$ cat src/hdl/cfg_port_consts.vh
// Purpose: constants for the configuration index/data port block
// Assumes: 40 MHz core clock
// Notes:   offsets are configuration indices, not bus addresses
`ifndef CFG_PORT_CONSTS_VH
`define CFG_PORT_CONSTS_VH
// ****************************************************************
// register indices
// ****************************************************************
`define IDX_CONFIG_CONTROL   8'h02
`define IDX_RESERVED_ZERO    8'h03
`define IDX_LDEV_SELECT      8'h07
`define IDX_DEVICE_IDENTITY  8'h20
`define IDX_DEVICE_REVISION  8'h21
`define IDX_POWER_CONTROL    8'h22
`define IDX_POWER_MGMT       8'h23
`define IDX_OSC_SETTING      8'h24
`define IDX_PORT_BASE_LOW    8'h26
`define IDX_PORT_BASE_HIGH   8'h27
// ****************************************************************
// fields, keys and reset values
// ****************************************************************
`define SOFT_RESET_BIT       0
`define KEY_ENTER            8'h55
`define KEY_EXIT             8'hAA
`define RST_CONFIG_CONTROL   8'h00
`define RST_LDEV_SELECT      8'h00
`define RST_POWER_CONTROL    8'h00
`define RST_POWER_MGMT       8'h00
`define RST_OSC_SETTING      8'h44
`define BASE_STRAP0          16'h002E
`define BASE_STRAP1          16'h004E
// ****************************************************************
// timing
// ****************************************************************
`define CLK_FREQ_HZ          40000000
`define BLOCK_TIME_US        500
`define BLOCK_CYCLES ((`CLK_FREQ_HZ / 1000000) * `BLOCK_TIME_US)
`endif

$ cat src/hdl/config_index_data_port.v
// Purpose: configuration state machine, index/data ports and global
//          configuration registers of a multi-function I/O controller
// Assumes: host I/O cycles already decoded into one-cycle strobes
// Notes:   logical device register contents live outside this block
`timescale 1ns/1ps
`include "cfg_port_consts.vh"
module config_index_data_port #(
  parameter BLOCK_CYCLES = `BLOCK_CYCLES,
  parameter [7:0] IDENTITY_CODE = 8'hA5, // arbitrary value
  parameter [7:0] REVISION_CODE = 8'h01  // arbitrary value
) (
  // clock and power-on reset
  input  wire        CORE_CLK_I,
  input  wire        RST_N_I,
  // host bus reset and strap
  input  wire        HOST_BUS_RESET_N_I,
  input  wire        BASE_STRAP_I,
  // decoded host i/o cycle
  input  wire        IO_WR_I,
  input  wire        IO_RD_I,
  input  wire [15:0] IO_ADDR_I,
  input  wire [7:0]  IO_WDATA_I,
  output reg  [7:0]  IO_RDATA_O,
  output reg         IO_ACK_O,
  // logical device register access
  output reg  [7:0]  LDEV_SELECT_O,
  output reg  [7:0]  LDEV_INDEX_O,
  output reg  [7:0]  LDEV_WDATA_O,
  output reg         LDEV_WR_O,
  output reg         LDEV_RD_O,
  input  wire [7:0]  LDEV_RDATA_I,
  // state and global settings
  output reg         CONFIG_MODE_O,
  output reg         LDEV_RESET_O,
  output reg  [7:0]  POWER_CONTROL_O,
  output reg  [7:0]  POWER_MGMT_O,
  output reg  [7:0]  OSC_SETTING_O,
  output reg  [15:0] PORT_BASE_O
);
  localparam ST_RUN = 1'b0;
  localparam ST_CFG = 1'b1;

  // global register bank: indices below 0x30 are global
  function is_global;
    input [7:0] idx;
    begin
      is_global = (idx < 8'h30);
    end
  endfunction

  wire        host_ready;
  reg         state;
  reg         next_state;
  reg  [7:0]  index;
  reg         hbr_q;
  reg         hard_rst_pend;
  reg  [7:0]  global_rd;
  wire        cfg_hit;
  wire        data_hit;
  wire        hard_event;
  wire        soft_event;
  wire        wr_ok;
  wire        rd_ok;

  // ****************************************************************
  // power-on hold-off
  // ****************************************************************
  access_blocker #(
    .CYCLES (BLOCK_CYCLES),
    .CW     (32)
  ) u_blocker (
    .clk_i   (CORE_CLK_I),
    .rst_n_i (RST_N_I),
    .ready_o (host_ready)
  );

  // ****************************************************************
  // decode and qualification
  // ****************************************************************
  // accesses are dropped, not stalled, while blocked or in reset
  assign wr_ok = IO_WR_I && host_ready && HOST_BUS_RESET_N_I;
  assign rd_ok = IO_RD_I && host_ready && HOST_BUS_RESET_N_I;
  assign cfg_hit  = (IO_ADDR_I == PORT_BASE_O);
  assign data_hit = (IO_ADDR_I == PORT_BASE_O + 16'h0001);
  assign hard_event = hbr_q && !HOST_BUS_RESET_N_I;
  assign soft_event = wr_ok && state == ST_CFG && data_hit &&
                      index == `IDX_CONFIG_CONTROL &&
                      IO_WDATA_I[`SOFT_RESET_BIT];

  // ****************************************************************
  // run / configuration state machine
  // ****************************************************************
  always @* begin
    next_state = state;
    case (state)
      ST_RUN: begin
        if (wr_ok && cfg_hit && IO_WDATA_I == `KEY_ENTER)
          next_state = ST_CFG;
      end
      ST_CFG: begin
        if (wr_ok && cfg_hit && IO_WDATA_I == `KEY_EXIT)
          next_state = ST_RUN;
      end
      default: next_state = ST_RUN;
    endcase
  end

  // ****************************************************************
  // global read mux
  // ****************************************************************
  always @* begin
    case (index)
      `IDX_LDEV_SELECT:     global_rd = LDEV_SELECT_O;
      `IDX_DEVICE_IDENTITY: global_rd = IDENTITY_CODE;
      `IDX_DEVICE_REVISION: global_rd = REVISION_CODE;
      `IDX_POWER_CONTROL:   global_rd = POWER_CONTROL_O;
      `IDX_POWER_MGMT:      global_rd = POWER_MGMT_O;
      `IDX_OSC_SETTING:     global_rd = OSC_SETTING_O;
      `IDX_PORT_BASE_LOW:   global_rd = PORT_BASE_O[7:0];
      `IDX_PORT_BASE_HIGH:  global_rd = PORT_BASE_O[15:8];
      default:              global_rd = 8'h00;
    endcase
  end

  // ****************************************************************
  // host bus reset edge and power-on hard reset pending flag
  // ****************************************************************
  // strap is taken by a clocked process, never under async reset
  always @(posedge CORE_CLK_I or negedge RST_N_I) begin
    if (!RST_N_I) begin
      hbr_q         <= 1'b1;
      hard_rst_pend <= 1'b1;
    end else begin
      hbr_q         <= HOST_BUS_RESET_N_I;
      hard_rst_pend <= 1'b0;
    end
  end

  // ****************************************************************
  // state, index and global registers
  // ****************************************************************
  always @(posedge CORE_CLK_I or negedge RST_N_I) begin
    if (!RST_N_I) begin
      state           <= ST_RUN;
      index           <= 8'h00;
      LDEV_SELECT_O   <= `RST_LDEV_SELECT;
      POWER_CONTROL_O <= `RST_POWER_CONTROL;
      POWER_MGMT_O    <= `RST_POWER_MGMT;
      OSC_SETTING_O   <= `RST_OSC_SETTING;
      PORT_BASE_O     <= `BASE_STRAP0;
      CONFIG_MODE_O   <= 1'b0;
      LDEV_RESET_O    <= 1'b1;
      IO_RDATA_O      <= 8'h00;
      IO_ACK_O        <= 1'b0;
      LDEV_SELECT_O   <= 8'h00;
      LDEV_INDEX_O    <= 8'h00;
      LDEV_WDATA_O    <= 8'h00;
      LDEV_WR_O       <= 1'b0;
      LDEV_RD_O       <= 1'b0;
    end else begin
      IO_ACK_O  <= 1'b0;
      LDEV_WR_O <= 1'b0;
      LDEV_RD_O <= 1'b0;
      LDEV_RESET_O <= 1'b0;
      if (hard_rst_pend || hard_event) begin
        // hard reset: run state, devices off, strap picks base
        state           <= ST_RUN;
        index           <= 8'h00;
        LDEV_SELECT_O   <= `RST_LDEV_SELECT;
        POWER_CONTROL_O <= `RST_POWER_CONTROL;
        POWER_MGMT_O    <= `RST_POWER_MGMT;
        OSC_SETTING_O   <= `RST_OSC_SETTING;
        PORT_BASE_O     <= BASE_STRAP_I ? `BASE_STRAP1
                                        : `BASE_STRAP0;
        LDEV_RESET_O    <= 1'b1;
        CONFIG_MODE_O   <= 1'b0;
      end else if (soft_event) begin
        // soft reset keeps mode and port base; devices go back to reset
        LDEV_SELECT_O   <= `RST_LDEV_SELECT;
        POWER_CONTROL_O <= `RST_POWER_CONTROL;
        POWER_MGMT_O    <= `RST_POWER_MGMT;
        OSC_SETTING_O   <= `RST_OSC_SETTING;
        LDEV_RESET_O    <= 1'b1;
        IO_ACK_O        <= 1'b1;
      end else begin
        state         <= next_state;
        CONFIG_MODE_O <= (next_state == ST_CFG);
        if (wr_ok && cfg_hit) begin
          IO_ACK_O <= 1'b1;
          // the config port doubles as index port in configuration
          // device index follows at once so a read sees the new index
          if (state == ST_CFG && IO_WDATA_I != `KEY_EXIT) begin
            index        <= IO_WDATA_I;
            LDEV_INDEX_O <= IO_WDATA_I;
          end
        end else if (wr_ok && data_hit && state == ST_CFG) begin
          IO_ACK_O <= 1'b1;
          if (is_global(index)) begin
            case (index)
              `IDX_LDEV_SELECT:    LDEV_SELECT_O   <= IO_WDATA_I;
              `IDX_POWER_CONTROL:  POWER_CONTROL_O <= IO_WDATA_I;
              `IDX_POWER_MGMT:     POWER_MGMT_O    <= IO_WDATA_I;
              `IDX_OSC_SETTING:    OSC_SETTING_O   <= IO_WDATA_I;
              `IDX_PORT_BASE_LOW:  PORT_BASE_O[7:0]  <= IO_WDATA_I;
              `IDX_PORT_BASE_HIGH: PORT_BASE_O[15:8] <= IO_WDATA_I;
              default: ;
            endcase
          end else begin
            LDEV_INDEX_O <= index;
            LDEV_WDATA_O <= IO_WDATA_I;
            LDEV_WR_O    <= 1'b1;
          end
        end else if (rd_ok && state == ST_CFG && (cfg_hit || data_hit)) begin
          IO_ACK_O <= 1'b1;
          if (cfg_hit)
            IO_RDATA_O <= index;
          else if (is_global(index))
            IO_RDATA_O <= global_rd;
          else begin
            IO_RDATA_O   <= LDEV_RDATA_I;
            LDEV_INDEX_O <= index;
            LDEV_RD_O    <= 1'b1;
          end
        end
      end
    end
  end
endmodule // config_index_data_port

$ cat src/hdl/access_blocker.v
// Purpose: holds off host access for a fixed time after power-on
// Assumes: RST_N is the power-on reset, asynchronous active low
// Notes:   counts once; host bus reset does not restart it
`timescale 1ns/1ps
module access_blocker #(
  parameter CYCLES = 20000,
  parameter CW     = 16
) (
  // clock and reset
  input  wire clk_i,
  input  wire rst_n_i,
  // status
  output reg  ready_o
);
  reg [CW-1:0] count;

  // ****************************************************************
  // power-on hold-off counter
  // ****************************************************************
  always @(posedge clk_i or negedge rst_n_i) begin
    if (!rst_n_i) begin
      count   <= {CW{1'b0}};
      ready_o <= 1'b0;
    end else if (!ready_o) begin
      if (count == CYCLES[CW-1:0] - 1'b1) ready_o <= 1'b1;
      count <= count + 1'b1;
    end
  end
endmodule // access_blocker

$ cat config.mk
export PLATFORM = sky130hd
export DESIGN_NAME = config_index_data_port
export DESIGN_NICKNAME = d
export VERILOG_FILES = /design/src/hdl/config_index_data_port.v /design/src/hdl/access_blocker.v
export VERILOG_INCLUDE_DIRS = /design/src /design/src/hdl
export SDC_FILE = /design/constraint.sdc
export NUM_CORES = 1
export LEC_CHECK = 0
export BUFFER_PORTS_ARGS = -buffer_cell sky130_fd_sc_hd__buf_2
export CORE_ASPECT_RATIO = 0.7
export CORE_MARGIN = 2
export CORE_UTILIZATION = 55
export CTS_CLUSTER_DIAMETER = 100
export CTS_CLUSTER_SIZE = 30
export DETAILED_ROUTE_END_ITERATION = 10
export HOLD_SLACK_MARGIN = 0.06
export PLACE_DENSITY = 0.88
export SYNTH_ARGS = -nofsm -noshare
export SYNTH_HDL_FRONTEND = slang
export SYNTH_SLANG_ARGS = --single-unit
$ cat constraint.sdc
create_clock -name CORE_CLK_I -period 7.8 [get_ports CORE_CLK_I]
set_input_delay 2.34 -clock CORE_CLK_I [delete_from_list [all_inputs] [get_ports CORE_CLK_I]]
set_output_delay 2.34 -clock CORE_CLK_I [all_outputs]
set_load 0.01 [all_outputs]
==> impl_metrics.csv <==
group,metric,value,unit
worst_setup_path,cp-startpoint,"IO_ADDR_I[9]",
synthesis,ys_types,67,
finish,area_growth,18.8,%
floorplanning,initial_core_util,56.5,%
worst_setup_path,crit_path_max_incr_delay,0.86,ns
placed_design,dpl.hpwl,15400,microns
global_routing,grt_overflow,0,
placed_design,place_ws,2.28,ns
clock_tree,clk_path_buf_depth,2,
sta,skew,0.00695,ns
synthesis,synth_ff_type,"dfrtp_1",
global_routing,grt_max_degree,62,
clock_tree,cts_buffers,17,
sta,rsz0062_at_grt,"no",
finish,n_antenna_cell,0,
synthesis,synthDominantCellAreaShare,42.0,%
route,routedWlPerCell,23.0,microns
finish,final_layout_size_suffix_gt1_share,24.8,%
sta,slew_violations,0,
route,via_count,6287,
finish,nNetsFinal,809,
floorplanning,design.core.area,0.0117,sq mm
worst_setup_path,worstPathMaxFanout,19,
worst_setup_path,critPathSlowestCell,"and4_1",
sta,relSlewSlack,25.2,%
sta,hold_violations,0,
global_routing,grt_pass1_wl,33300,microns
synthesis,synthCells,670,
worst_setup_path,crit_chain,"buf_2, xor2_1, nor4b_1, o32ai_1, nor4_1, and4_1, nand3_1, mux2_2",
synthesis,synth_area_leaders,"dfrtp_1 42%, mux2i_1 4.8%, mux2_2 4.6%, xnor2_1 4.4%, dfstp_2 3.6%",
clock_tree,cts_hold_buf,0,
global_routing,first_global_vias,5904,
route,drt-initial-drc-count,891,
clock_tree,insertion_delay,0.42,ns
clock_tree,clk_pin_slew,0.06,ns
clock_tree,ctsResizeCount,0,
synthesis,yosysTopAreaCell,"dfrtp_1",
worst_setup_path,crit_type,"input port to register",
worst_setup_path,cp_top_family,"simple AND/OR/NAND/NOR gates",
min_path,hp-class,"register to register",
floorplanning,fp.dieH,95.8,microns
synthesis,synth_area,0.00662,sq mm
clock_tree,h-tree-depth,4,
route,routed_via_density,6.70,
synthesis,synth_seq_cells,120,
clock_tree,cts_tree,"done",
clock_tree,clkSinkCount,120,
sta,fin_ws,2.62,ns
global_routing,antenna_found_initial,0,
synthesis,yosysWarnings,0,
route,drc_errors,0,
synthesis,synth_edf_count,0,
floorplanning,num_rows,33,
synthesis,synth_fp_nets,710,
placed_design,place_congestion,0.934,
route,antenna_left,0,
worst_setup_path,cp-end-kind,"register",
power_and_ir_drop,leakagePower,3.59,nW
sta,setup_violations,0,
floorplanning,dieArea,0.0129,sq mm
synthesis,postSynth.asyncResetShare,100,%
sta,fmax,193,MHz
placed_design,port_buffers,114,
run_status,status,"finished, final reports clean",
worst_setup_path,cp.required,8.10,ns
floorplanning,pin_count,115,
worst_setup_path,critPathArrivalTime,5.48,ns
sta,min_period,5.18,ns
sta,tightest_slew,1.11,ns
clock_tree,cts_root_buffer,"clkbuf_16",
synthesis,synth.avg_cell_area,9.88,sq um
power_and_ir_drop,powerDensity,196,mW/mm^2
min_path,hold_path.startpoint,"u_blocker.count[11]$_DFFE_PN0N_",
sta,min_period_over_period,66.4,%
flow_run,cap_viol_max_count,0,
synthesis,yosysSeqAreaShare,45.5,%
route,wl,21600,microns
global_routing,grt_use_total,34.4,%
route,drtPass1Iterations,6,
worst_setup_path,cp-start-kind,"input port",
power_and_ir_drop,irDropWorstVdd,0.151,mV
clock_tree,cts_setup_buffers,0,
floorplanning,die_w,135,microns
worst_setup_path,cp_num_buf_inv,1,
sta,finalSetupTns,0,ns
worst_setup_path,r2r-start,"PORT_BASE_O[3]$_DFFE_PN1P_",
## worst paths after layout
path,end,slack [ns],cells after the start
max in group asynchronous,u_blocker.count[5]$_DFFE_PN0N_,4.54,2
min reg2reg,u_blocker.count[11]$_DFFE_PN0N_,0.47,1
max reg2reg,LDEV_WDATA_O[0]$_DFFE_PN0P_,3.62,7
min in group asynchronous,POWER_MGMT_O[7]$_DFFE_PN0P_,2.00,1
min,u_blocker.count[11]$_DFFE_PN0N_,0.47,1
max,LDEV_WDATA_O[0]$_DFFE_PN0P_,2.62,8
## power breakdown
part / total, mW / internal [mW] / switching [mW]
clock: 0.796 / 0.509 / 0.287
combinational: 0.100 / 0.0323 / 0.0677
sequential: 0.647 / 0.630 / 0.0170
## Yosys cell counts, types with 3 or more instances
master       n
a211oi_1     8
a21oi_1     12
a22oi_1     15
a311oi_1     4
a31oi_1      5
a32o_1      20
and2_1       5
and3_1       6
and4_1       5
buf_1        3
buf_2        6
clkbuf_1    27
dfrtp_1    111
dfstp_2      9
inv_1       16
mux2_2      27
mux2i_1     32
nand2_1     63
nand2b_1    10
nand3_1     24
nand3b_1     4
nand4_1     24
nand4b_1     3
nor2_1      59
nor2b_1      5
nor3_1      22
nor4_1      15
nor4b_1      3
o21ai_0     14
o21ai_1      3
o22ai_1      4
o2bb2ai_1    9
or3_1        4
or4_1        5
xnor2_1     33
xor2_1      16
## per-stage QoR
stage                     instances  utilization, %  hold slack (ns)  area, sq um  power [mW]
after floorplan                 670               -            0.438         6620       0.701
after global placement          907            62.0            0.454         7270       0.751
after detailed placement        907            62.0            0.459         7270       0.754
after CTS                       939            67.1            0.472         7870        1.54
after global routing            939            67.1            0.490         7870        1.58
final                           939            67.1            0.469         7870        1.54
## registers in the layout, summed over array words and instances, names as in the netlist, 8 cells and up
name and count:
OSC_SETTING_O 8, POWER_MGMT_O 8, LDEV_INDEX_O 8, PORT_BASE_O 16, LDEV_SELECT_O 8, u_blocker.count 32, LDEV_WDATA_O 8, index 8
IO_RDATA_O 8, POWER_CONTROL_O 8
## layout by cell type, fill, tap and decap left out, types with 5 or more instances in the layout
master     count
mux2_2        27
a22oi_1       15
and2_1         5
and3_1         6
nand2b_1      10
nor2b_1        5
o2bb2ai_1      9
a211oi_1       8
nand4_1       24
inv_1         16
dfrtp_1      111
nand2_1       63
mux2i_1       32
xnor2_1       33
a31oi_1        5
a21oi_1       11
clkbuf_16     17
nor3_1        22
o21ai_0       14
buf_2        113
and4_1         5
or4_1          5
xor2_1        16
a32o_1        20
nand3_1       24
nor4_1        15
nor2_1        59
dfstp_2        9
## routing by layer
layer / vias up / global-route usage (%) / routed length, microns
met1: 3037 / 47.5 / 8580
li1: 2680 / - / -
met3: 64 / 12.1 / 3050
met5: - / 0 / 0
met4: 0 / 11.3 / 588
met2: 506 / 50.9 / 9360
## cells by family after synthesis
family                   count (synthesis)  synth area share, %
multiplexers                            60                 9.60
buffers and inverters                   54                 3.29
AND/OR/NAND/NOR                        269                 21.2
AO/OA/AOI/OAI                          114                 13.1
other                                    1               0.0566
XOR/XNOR                                50                 6.84
flip-flops                             120                 45.5
adder cells (fa/ha/maj)                  2                0.378
## final cells by class
cell class / instances / area (sq um)
fillers: 848 / 3860
multi-input cells: 496 / 3400
flip-flops and latches: 120 / 3010
repair buffers: 117 / 596
clock buffers: 20 / 447
well taps: 157 / 196
clock inverters: 12 / 150
inverters: 17 / 63.8
Power figures use the tool's default switching activity.
